==> src/pird_pkg.sv <==
// package of constants and types for the inbound request dispatch block
package pird_pkg;
    // ----------------------------------------
    // packet classes
    // ----------------------------------------
    typedef enum logic [4:0] {
        PIRD_MEM_WR = 5'h00, PIRD_MEM_RD = 5'h01, PIRD_IO_WR = 5'h02, PIRD_IO_RD = 5'h03,
        PIRD_CFG_WR = 5'h04, PIRD_CFG_RD = 5'h05, PIRD_INT_SET = 5'h06, PIRD_INT_CLR = 5'h07,
        PIRD_ERR_COR = 5'h08, PIRD_ERR_NONFATAL = 5'h09, PIRD_ERR_FATAL = 5'h0A,
        PIRD_PM_EVENT = 5'h0B, PIRD_TURN_OFF_ACK = 5'h0C, PIRD_ENTER_L1 = 5'h0D,
        PIRD_ENTER_L23 = 5'h0E, PIRD_ATTN_BUTTON = 5'h0F, PIRD_GEN_EVT_SET = 5'h10,
        PIRD_GEN_EVT_CLR = 5'h11, PIRD_BARRIER = 5'h12, PIRD_CPL = 5'h13
    } pird_kind_t;
    // ----------------------------------------
    // destinations
    // ----------------------------------------
    typedef enum logic [2:0] {
        PIRD_DST_NONE = 3'h0, PIRD_DST_MEM = 3'h1, PIRD_DST_PEER = 3'h2,
        PIRD_DST_SBL = 3'h3, PIRD_DST_CPU = 3'h4
    } pird_dst_t;
    // ----------------------------------------
    // power state machine, gray from RUN through DRAIN to ACK, not on the return to RUN
    // ----------------------------------------
    typedef enum logic [1:0] {
        PIRD_PM_RUN = 2'b00, PIRD_PM_DRAIN = 2'b01, PIRD_PM_ACK = 2'b11
    } pird_pm_t;
    localparam logic [1:0] PIRD_REQ_SRC_PEER = 2'h1;
    localparam logic [1:0] PIRD_REQ_SRC_SBL = 2'h2;
    localparam logic [3:0] PIRD_INT_RESET = 4'h0;
    localparam int PIRD_ADDR_W = 64;
    localparam int PIRD_TAG_W = 8;
    localparam int PIRD_SYNC_STAGES = 3;
endpackage

==> src/pird_dispatch.sv <==
// inbound request, message and completion dispatch for one root port
`timescale 1ns/1ns
module pird_dispatch
    import pird_pkg::*;
#(
    parameter int ADDR_W = PIRD_ADDR_W,
    parameter int TAG_W = PIRD_TAG_W
)(
    input wire logic clk,
    input wire logic rstn,
    input wire logic in_valid,
    input wire pird_kind_t in_kind,
    input wire logic [ADDR_W-1:0] in_addr,
    input wire logic [1:0] in_intx,
    input wire logic in_vendor_drop,
    input wire logic [1:0] in_cpl_src,
    input wire logic in_addr_is_mem,
    input wire logic in_addr_is_peer,
    input wire logic turn_off_sent,
    input wire logic tlp_pending,
    input wire logic link_idle_pin,
    input wire logic attn_enable,
    input wire logic [1:0] attn_notify_sel,
    input wire logic slot_attn_clear,
    input wire logic other_ports_gen_evt,
    output logic fwd_valid,
    output pird_dst_t fwd_dst,
    output logic [ADDR_W-1:0] fwd_addr,
    output logic [3:0] intx_wire,
    output logic err_cor_irq,
    output logic err_nonfatal_irq,
    output logic err_fatal_irq,
    output logic power_event_output_pin,
    output logic turn_off_outstanding,
    output logic tlp_block,
    output logic request_ack,
    output logic slot_status_attn,
    output logic attn_msi,
    output logic hotplug_event_wire,
    output logic attn_intx,
    output logic gen_event_wire,
    output logic barrier_pulse,
    output logic unsupported_request_error_flag,
    output logic credit_return
);
    // ----------------------------------------
    // link idle pin synchroniser
    // ----------------------------------------
    logic link_idle;
    pird_pin_sync u_idle_sync (
        .clk(clk),
        .rstn(rstn),
        .pin(link_idle_pin),
        .level(link_idle)
    );

    // ----------------------------------------
    // dispatch decode
    // ----------------------------------------
    logic next_fwd_valid;
    pird_dst_t next_fwd_dst;
    logic [ADDR_W-1:0] next_fwd_addr;
    logic next_credit;
    logic next_barrier;
    logic next_ur;
    logic next_cor, next_nonfatal, next_fatal, next_pme;
    logic [3:0] next_intx;
    logic next_gen_own;
    logic gen_own;
    logic next_gen_wire;
    pird_dst_t peer_or_sbl;

    always_comb begin
        peer_or_sbl = in_addr_is_peer ? PIRD_DST_PEER : PIRD_DST_SBL;
        next_fwd_valid = 1'b0;
        next_fwd_dst = PIRD_DST_NONE;
        next_fwd_addr = fwd_addr;
        next_credit = 1'b0;
        next_barrier = 1'b0;
        next_ur = unsupported_request_error_flag;
        next_cor = 1'b0;
        next_nonfatal = 1'b0;
        next_fatal = 1'b0;
        next_pme = 1'b0;
        next_intx = intx_wire;
        next_gen_own = gen_own;
        if (in_valid) begin
            next_credit = 1'b1;
            next_fwd_addr = in_addr;
            case (in_kind)
                PIRD_MEM_WR, PIRD_MEM_RD: begin
                    next_fwd_valid = 1'b1;
                    next_fwd_dst = in_addr_is_mem ? PIRD_DST_MEM : peer_or_sbl;
                end
                PIRD_IO_WR, PIRD_IO_RD: begin
                    next_fwd_valid = 1'b1;
                    next_fwd_dst = peer_or_sbl;
                end
                PIRD_CFG_WR, PIRD_CFG_RD: begin
                    next_fwd_valid = 1'b1;
                    next_fwd_dst = peer_or_sbl;
                end
                PIRD_INT_SET: next_intx[in_intx] = 1'b1;
                PIRD_INT_CLR: next_intx[in_intx] = 1'b0;
                PIRD_ERR_COR: next_cor = 1'b1;
                PIRD_ERR_NONFATAL: next_nonfatal = 1'b1;
                PIRD_ERR_FATAL: next_fatal = 1'b1;
                PIRD_PM_EVENT: next_pme = 1'b1;
                PIRD_GEN_EVT_SET: next_gen_own = 1'b1;
                PIRD_GEN_EVT_CLR: next_gen_own = 1'b0;
                PIRD_BARRIER: next_barrier = 1'b1;
                PIRD_CPL: begin
                    // only non-posted requests ever see a completion
                    next_fwd_valid = 1'b1;
                    case (in_cpl_src)
                        PIRD_REQ_SRC_PEER: next_fwd_dst = PIRD_DST_PEER;
                        PIRD_REQ_SRC_SBL: next_fwd_dst = PIRD_DST_SBL;
                        default: next_fwd_dst = PIRD_DST_CPU;
                    endcase
                end
                PIRD_TURN_OFF_ACK, PIRD_ENTER_L1, PIRD_ENTER_L23, PIRD_ATTN_BUTTON: begin
                end
                default: begin
                    // vendor type 1 is dropped silently, the rest logs an error
                    if (!in_vendor_drop) begin
                        next_ur = 1'b1;
                    end
                end
            endcase
        end
        next_gen_wire = next_gen_own | other_ports_gen_evt;
    end

    always_ff @(posedge clk) begin
        if (!rstn) begin
            fwd_valid <= 1'b0;
            fwd_dst <= PIRD_DST_NONE;
            fwd_addr <= '0;
            credit_return <= 1'b0;
            barrier_pulse <= 1'b0;
            unsupported_request_error_flag <= 1'b0;
            err_cor_irq <= 1'b0;
            err_nonfatal_irq <= 1'b0;
            err_fatal_irq <= 1'b0;
            power_event_output_pin <= 1'b0;
            intx_wire <= PIRD_INT_RESET;
            gen_own <= 1'b0;
            gen_event_wire <= 1'b0;
        end else begin
            fwd_valid <= next_fwd_valid;
            fwd_dst <= next_fwd_dst;
            fwd_addr <= next_fwd_addr;
            credit_return <= next_credit;
            barrier_pulse <= next_barrier;
            unsupported_request_error_flag <= next_ur;
            err_cor_irq <= next_cor;
            err_nonfatal_irq <= next_nonfatal;
            err_fatal_irq <= next_fatal;
            power_event_output_pin <= next_pme;
            intx_wire <= next_intx;
            gen_own <= next_gen_own;
            gen_event_wire <= next_gen_wire;
        end
    end

    // ----------------------------------------
    // turn-off tracking and hot-plug attention
    // ----------------------------------------
    logic next_turn_off;
    logic next_slot_attn;
    logic next_msi, next_hpe, next_aintx;
    logic attn_seen;

    always_comb begin
        attn_seen = in_valid && (in_kind == PIRD_ATTN_BUTTON);
        // a new turn-off wins over an ack in the same cycle
        next_turn_off = turn_off_outstanding;
        if (in_valid && in_kind == PIRD_TURN_OFF_ACK) begin
            next_turn_off = 1'b0;
        end
        if (turn_off_sent) begin
            next_turn_off = 1'b1;
        end
        // set wins over software clear
        next_slot_attn = (slot_status_attn & ~slot_attn_clear) | attn_seen;
        next_msi = attn_seen && attn_enable && (attn_notify_sel == 2'h0);
        next_hpe = attn_seen && attn_enable && (attn_notify_sel == 2'h1);
        next_aintx = attn_seen && attn_enable && (attn_notify_sel[1] == 1'b1);
    end

    always_ff @(posedge clk) begin
        if (!rstn) begin
            turn_off_outstanding <= 1'b0;
            slot_status_attn <= 1'b0;
            attn_msi <= 1'b0;
            hotplug_event_wire <= 1'b0;
            attn_intx <= 1'b0;
        end else begin
            turn_off_outstanding <= next_turn_off;
            slot_status_attn <= next_slot_attn;
            attn_msi <= next_msi;
            hotplug_event_wire <= next_hpe;
            attn_intx <= next_aintx;
        end
    end

    // ----------------------------------------
    // link power entry handshake
    // ----------------------------------------
    pird_pm_t pm_state, next_pm_state;
    logic next_block, next_ack;

    always_comb begin
        next_pm_state = pm_state;
        case (pm_state)
            PIRD_PM_RUN: begin
                if (in_valid && (in_kind == PIRD_ENTER_L1 || in_kind == PIRD_ENTER_L23)) begin
                    next_pm_state = PIRD_PM_DRAIN;
                end
            end
            PIRD_PM_DRAIN: begin
                if (!tlp_pending) begin
                    next_pm_state = PIRD_PM_ACK;
                end
            end
            PIRD_PM_ACK: begin
                // idle link ends the repeated acknowledge
                if (link_idle) begin
                    next_pm_state = PIRD_PM_RUN;
                end
            end
            default: next_pm_state = PIRD_PM_RUN;
        endcase
        next_block = (next_pm_state != PIRD_PM_RUN);
        next_ack = (next_pm_state == PIRD_PM_ACK);
    end

    always_ff @(posedge clk) begin
        if (!rstn) begin
            pm_state <= PIRD_PM_RUN;
            tlp_block <= 1'b0;
            request_ack <= 1'b0;
        end else begin
            pm_state <= next_pm_state;
            tlp_block <= next_block;
            request_ack <= next_ack;
        end
    end
endmodule

==> src/pird_pin_sync.sv <==
// three-stage pin synchroniser with agreement check
`timescale 1ns/1ns
module pird_pin_sync
    import pird_pkg::*;
(
    input wire logic clk,
    input wire logic rstn,
    input wire logic pin,
    output logic level
);
    logic [PIRD_SYNC_STAGES-1:0] stage;
    logic [PIRD_SYNC_STAGES-1:0] next_stage;
    logic next_level;

    always_comb begin
        next_stage = {stage[PIRD_SYNC_STAGES-2:0], pin};
        // first stage feeds only the second; change counts once stages two and three agree
        next_level = (stage[1] == stage[2]) ? stage[2] : level;
    end

    always_ff @(posedge clk) begin
        if (!rstn) begin
            stage <= '0;
            level <= 1'b0;
        end else begin
            stage <= next_stage;
            level <= next_level;
        end
    end
endmodule

==> config.mk <==
export PLATFORM = sky130hd
export DESIGN_NAME = pird_dispatch
export DESIGN_NICKNAME = d
export VERILOG_FILES = /design/src/pird_pkg.sv /design/src/pird_dispatch.sv /design/src/pird_pin_sync.sv
export SDC_FILE = /design/constraint.sdc
export NUM_CORES = 1
export LEC_CHECK = 0
export BUFFER_PORTS_ARGS = -buffer_cell sky130_fd_sc_hd__buf_4
export CAP_MARGIN = 20
export CORE_AREA = 2 2 96 98
export CTS_BUF_LIST = sky130_fd_sc_hd__clkbuf_8 sky130_fd_sc_hd__clkbuf_16
export CTS_CLUSTER_SIZE = 40
export DETAILED_ROUTE_END_ITERATION = 12
export DIE_AREA = 0 0 98 100
export GPL_ROUTABILITY_DRIVEN = 0
export HOLD_SLACK_MARGIN = 0.05
export PLACE_DENSITY_LB_ADDON = 0.08
export SETUP_SLACK_MARGIN = 0.1
export SLEW_MARGIN = 20
export SYNTH_ARGS = -nofsm -noshare
export SYNTH_HDL_FRONTEND = slang
export SYNTH_SLANG_ARGS = --single-unit
==> constraint.sdc <==
create_clock -name clk -period 1 [get_ports clk]
set_input_delay 0.05 -clock clk [delete_from_list [all_inputs] [get_ports clk]]
set_output_delay 0.05 -clock clk [all_outputs]
set_load 0.03 [all_outputs]
# Yosys cells after proc, flatten, opt, wreduce, memory -nomap -nowiden
# Cells that the tools add are included.
[classes] magnitude_cmp=2 eq_ne=26 reduce_logical=22 muxes=22 bitwise_logic=9
[ops] op="equality test 5 x 4 -> 1 bit (second input constant)" count=8
[ops] op="equality test 5 x 3 -> 1 bit (second input constant)" count=4
[ops] op="equality test 5 bit (second input constant)" count=4
[ops] op="OR reduction 20 bit" count=1
[ops] op="2-to-1 mux 1 bit" count=12
[ops] op="equality test 5 x 2 -> 1 bit (second input constant)" count=2
[ops] op="case mux 3 bit (3 select lines)" count=1
[ops] op="logical AND 1 bit" count=8
[ops] op="2-to-1 mux 2 bit" count=4
[ops] op="case mux 4 bit (2 select lines)" count=1
[ops] op="OR reduction 7 bit" count=1
[ops] op="equality test 2 x 1 -> 1 bit (second input constant)" count=3
[ops] op="equality test 2 bit (second input constant)" count=3
[ops] op="case mux 2 bit (3 select lines)" count=1
[ops] op="case mux 3 bit (2 select lines)" count=1
[ops] op="nonzero test 2 bit" count=3
[ops] op="equality test 5 x 1 -> 1 bit (second input constant)" count=1
[ops] op="logical NOT 5 bit" count=1
[ops] op="bitwise AND 4 bit" count=1
[ops] op="logical NOT 2 bit" count=2
[ops] op="NOT 4 bit" count=1
[ops] op="OR 4 bit" count=1
[ops] op="AND reduction 2 bit" count=2
[ops] op="OR reduction 4 bit" count=1
[ops] op="11 further kinds" count=14
[word_totals] elab_cells=104 reg_bits=94

# Longest topological paths before layout
[depth] word_depth=7 ltp_mapped=6

# Cells and area by module
# Synthesis repeated with hierarchy kept, for this count alone.
[hier_totals] cells_unflattened=320 area_unflattened_um2=3524.6
[by_module_without_submodules] mod="pird_dispatch" cells_per_inst=310 seq_area_each_um2=1801.7 area_each_um2=3408.3 n_inst=1
[by_module_without_submodules] mod="pird_pin_sync" cells_per_inst=10 seq_area_each_um2=80.1 area_each_um2=116.4 n_inst=1

# Least setup slack after synthesis
# OpenSTA, ideal clock, no wires.
[synth_timing] path_type="input to register" start="in in_kind[2]" end="reg gen_event_wire" stages=5 required_ns=0.885 setup_ns=0.115 t_arrival_ns=0.904 path_slack_ns=-0.018 cell_sequence="buf_6 and4bb_1 nand2b_1 a22o_1 o21a_1"
[synth_via] elab_chain_cells=4
[synth_lines] item="start, declared" line="pird_dispatch.sv:12" rtl="input wire pird_kind_t in_kind,"
[synth_lines] item="equality test 5 bit" line="pird_dispatch.sv:90" rtl="case (in_kind)"
[synth_lines] item="case mux 1 bit (2 select lines) (*)" line="pird_dispatch.sv:90"
[synth_lines] item="2-to-1 mux 1 bit (*)" line="pird_dispatch.sv:87" rtl="if (in_valid) begin"
[synth_lines] item="OR 1 bit (*)" line="pird_dispatch.sv:131" rtl="next_gen_wire = next_gen_own | other_ports_gen_evt;"
[synth_lines] item="end signal, assigned" line="pird_dispatch.sv:162" rtl="gen_event_wire <= next_gen_wire;"
[synth_lines] item="end, declared" line="pird_dispatch.sv:41" rtl="output logic gen_event_wire,"
# Every way passes the cells marked *; elsewhere a longest branch is shown, timed or not.
# A chain may end at the register's enable or synchronous reset.

# Final worst setup path
[layout_timing] start="in in_addr_is_peer" end="reg fwd_dst[0]"
[layout_via] elab_chain_cells=3
[layout_lines] item="start, declared" line="pird_dispatch.sv:18" rtl="input wire logic in_addr_is_peer,"
[layout_lines] item="2-to-1 mux 1 bit (*)" line="pird_dispatch.sv:74" rtl="peer_or_sbl = in_addr_is_peer ? PIRD_DST_PEER : PIRD_DST_SBL;"
[layout_lines] item="2-to-1 mux 2 bit" line="pird_dispatch.sv:93" rtl="next_fwd_dst = in_addr_is_mem ? PIRD_DST_MEM : peer_or_sbl;"
[layout_lines] item="case mux 3 bit (3 select lines) (*)" line="pird_dispatch.sv:90"
[layout_lines] item="end signal, assigned" line="pird_dispatch.sv:151" rtl="fwd_dst <= next_fwd_dst;"
[layout_lines] item="end, declared" line="pird_dispatch.sv:27" rtl="output pird_dst_t fwd_dst,"
# Marks and branches as above.

==> summary.md <==
| Metric | Value |
|---|---|
| Leakage power | `roughly 3 nW` |
| Commonest non-fill, non-tap cells in the layout | `buf_4 (108), buf_6 (83), dlygate4sd3_1 (81)` |
| Syn. warnings | `0` |
| Row count | `35` |
| Average wire per standard cell | `~14 um` |
| Height of the die | `about 100 um` |
| Synth Instances | `approximately 320` |
| CTS sink cnt | `between 90 and 100` |
| Final WS setup | `roughly 0.094 ns` |
| Crit-path leading delay family | `buffers and inverters` |
| Die W | `roughly 98 um` |
| R2R Path End | `pm_state[1]$_SDFF_PN0_` |
| Sequential cell area fraction in the yosys report | `between 50% and 60%` |
| DRC | `0` |
| Post-Syn Area | `between 3000 and 4000 um2` |
| Synth unique cells | `39` |
| Dpl ws | `-0.135 ns` |
| CTS Root Cell | `clkbuf_8` |
| Share of cells above drive strength 1 | `about half` |
| CP max stage delay | `0.54 ns` |
| Tightest Hold Check Type | `input pin to register` |
| Crit. End Element | `register` |
| Hold path start | `in_intx[1]` |
| Net count after synthesis | `~410` |
| Hold Slack | `between 0.04 and 0.05 ns` |
| CP arrival | `approximately 1.2 ns` |
| Placeable Area | `8890 um2` |
| Design Area, Final | `around 6400 um2` |
| Max FO, Critical Path | `2` |
| Area growth syn-to-layout | `87.9%` |
| Max cap viols | `0` |
| Starting DRT DRC Count | `between 40 and 50` |
| Status | `finished clean` |
| Die area | `9800 um2` |
| Layout Nets | `680` |
| Max transition margin | `76.0%` |
| Clock Path Buffers | `2` |
| Detail Route Antenna Nets | `0` |
| Final Hold Fails | `0` |
| #FFs+latches synth | `94` |
| VDD IR-drop max | `between 0.9 and 1 mV` |
| Initial antenna violation count | `0` |
| Minimum clock period | `slightly above 0.9 ns` |
| Placed Area | `~5000 um2` |
| DP HPWL | `just over 6000 um` |
| RSZ-0062 raised after global routing | `true` |
| Reg-to-reg startpoint | `pm_state[1]$_SDFF_PN0_` |
| Vias per Instance | `4.62` |
| Pwr Density | `between 1000 and 1500 nW/um2` |
| Slew Viols, Final | `0` |
| Final Setup Violations | `0` |
| Crit-path cells | `dlygate4sd3_1 > buf_4 > a21oi_2 > nor2_1 > o31ai_1` |
| Reg2reg setup slack | `~0.16 ns` |
| Final setup skew | `about 0.009 ns` |
| Critical Path RT | `1.25 ns` |
| CP max-delay cell | `dlygate4sd3_1` |
| Initial core utilization | `38.1%` |
| WHS Path Cells | `4` |
| Syn avg cell area | `around 10 um2` |
| Design Power | `~8.2 mW` |
| Startpoint Class | `input pin` |
| Number of global-route vias before repair | `around 3,400` |
| Largest net degree at the start of global routing | `35` |
| TritonRoute pass-1 iters | `4` |
| Gr ovfl total | `0` |
| Total Routing Usage GR | `slightly above 20%` |
| Antenna diodes | `0` |
| Worst-path clk slew | `roughly 0.080 ns` |
| Final Cycle Share | `90.6%` |
| CTS tree | `yes` |
| Max Fclk | `1100 MHz` |
| Crit Path Category | `input pin to register` |
| WP buf/inv | `2` |
| Skew-Pair Late Insertion Delay | `between 0.3 and 0.4 ns` |
| First-pass GRT wire length | `roughly 16,000 um` |
| Final wirelength | `10,000 um` |
| Worst-margin pin slew | `between 0.3 and 0.4 ns` |
| # IOs | `174` |
| R2R cell count | `2` |
| IO buf count | `~170` |
| Fillers | `about 670` |
| H-tree depth | `3` |
| Commonest non-fill, non-tap cell in the layout | `buf_4` |
| Via total after detailed routing | `3,264` |
| Total CTS buffers | `9` |
==> registers in the layout (all words and copies together) (netlist names), 2 cells and up, named ones only <==
signal,count
u_idle_sync.stage,3
pm_state,2
fwd_dst,3
fwd_addr,64
==> power breakdown <==
group / total, mW / switching, mW / internal [mW]
Sequential: 4.06 / 0.115 / 3.95
Combinational: 1.84 / 0.831 / 1.01
Clock: 2.34 / 1.22 / 1.12
==> per-stage QoR <==
step           util [%]  setup TNS (ns)  std cells
3_5_place_dp       55.1          -0.498        603
6_report           71.6               0        706
3_3_place_gp       55.1          -0.190        603
5_1_grt            71.6               0        706
4_1_cts            70.2               0        698
2_1_floorplan         -         -0.0110        324
==> per-layer routing <==
layer / up-vias / global-route usage [%] / routed length [um]
met4: 0 / 7.16 / 164
li1: 1624 / - / -
met1: 1503 / 24.7 / 4360
met5: - / 0 / 0
met2: 123 / 35.5 / 4890
met3: 14 / 4.60 / 630
==> worst min-delay path: stages <==
cell and delay [ns]:
buf_4 0.11, nor4b_2 0.05, nor2_1 0.08, a211oi_1 0.05
==> repair_timing <==
action / in CTS / in global routing
hold endpoints to repair: 83 / 1
hold buffers: 81 / 1
setup buffers: 0 / 7
pin swaps: 0 / 2
endpoints found under the setup margin: 76 / 56
resized for setup: 136 / 28
==> cell type report <==
class | count | area [um2] | share of cell area [%]
Sequential cell | 94 | 1980 | 31.1
Timing Repair Buffer | 278 | 2670 | 41.9
Clock buffer | 9 | 124 | 1.95
Multi-Input combinational cell | 204 | 1380 | 21.7
Tap cell | 111 | 139 | 2.18
Clock inverter | 5 | 53.8 | 0.845
Inverter | 5 | 18.8 | 0.295
==> worst max-delay path by stage <==
stage               cells past startpoint                               from                         to
finish                                  5                    in_addr_is_peer      fwd_dst[0]$_SDFF_PN0_
global route                            5                    in_addr_is_peer      fwd_dst[0]$_SDFF_PN0_
floorplan                               5                         in_kind[2]  gen_event_wire$_SDFF_PN0_
global placement                        5                         in_kind[4]                   register
CTS                                     1  turn_off_outstanding$_SDFFE_PN0P_       turn_off_outstanding
detailed placement                      5                         in_kind[4]                   register
==> cells in the mapped netlist <==
library cell	number	area, um2
xnor2_1	2	17.5
a21oi_1	5	25.0
o31ai_1	1	7.51
and2b_1	1	7.51
nor4b_2	2	30.0
a211oi_1	3	22.5
nand4b_1	1	8.76
nor3b_1	3	22.5
o22ai_1	1	6.26
o211a_1	1	10.0
buf_2	6	30.0
ha_1	1	12.5
and4bb_1	1	12.5
nor3_1	5	25.0
and2_1	7	43.8
nand4_1	2	12.5
nor4_1	2	12.5
nand2_1	6	22.5
inv_1	5	18.8
and4_1	1	8.76
buf_1	1	3.75
nand4b_2	1	15.0
nand3_1	1	5.00
clkbuf_1	9	33.8
buf_4	4	30.0
nor2_1	72	270
a22o_1	1	8.76
o211ai_1	1	7.51
nand2b_1	3	18.8
nor2b_1	4	25.0
and3_1	3	18.8
o21a_1	3	22.5
and4b_1	1	10.0
nand3b_1	1	7.51
o21ai_0	3	15.0
a21boi_0	1	7.51
mux2i_1	64	641
dfxtp_1	94	1880
buf_6	1	11.3
==> cell families after synthesis <==
logic type                 count (synthesis)  synth area share [%]
AOI/OAI and AO/OA                         20                  3.91
xor gates and xnor gates                   2                 0.517
adders and majority gates                  1                 0.369
buffers and inverters                     26                  3.77
DFF                                       94                  55.5
muxes                                     64                  18.9
and+or+nand+nor                          117                  17.0
Note: power is estimated with default switching activity, not from simulation.
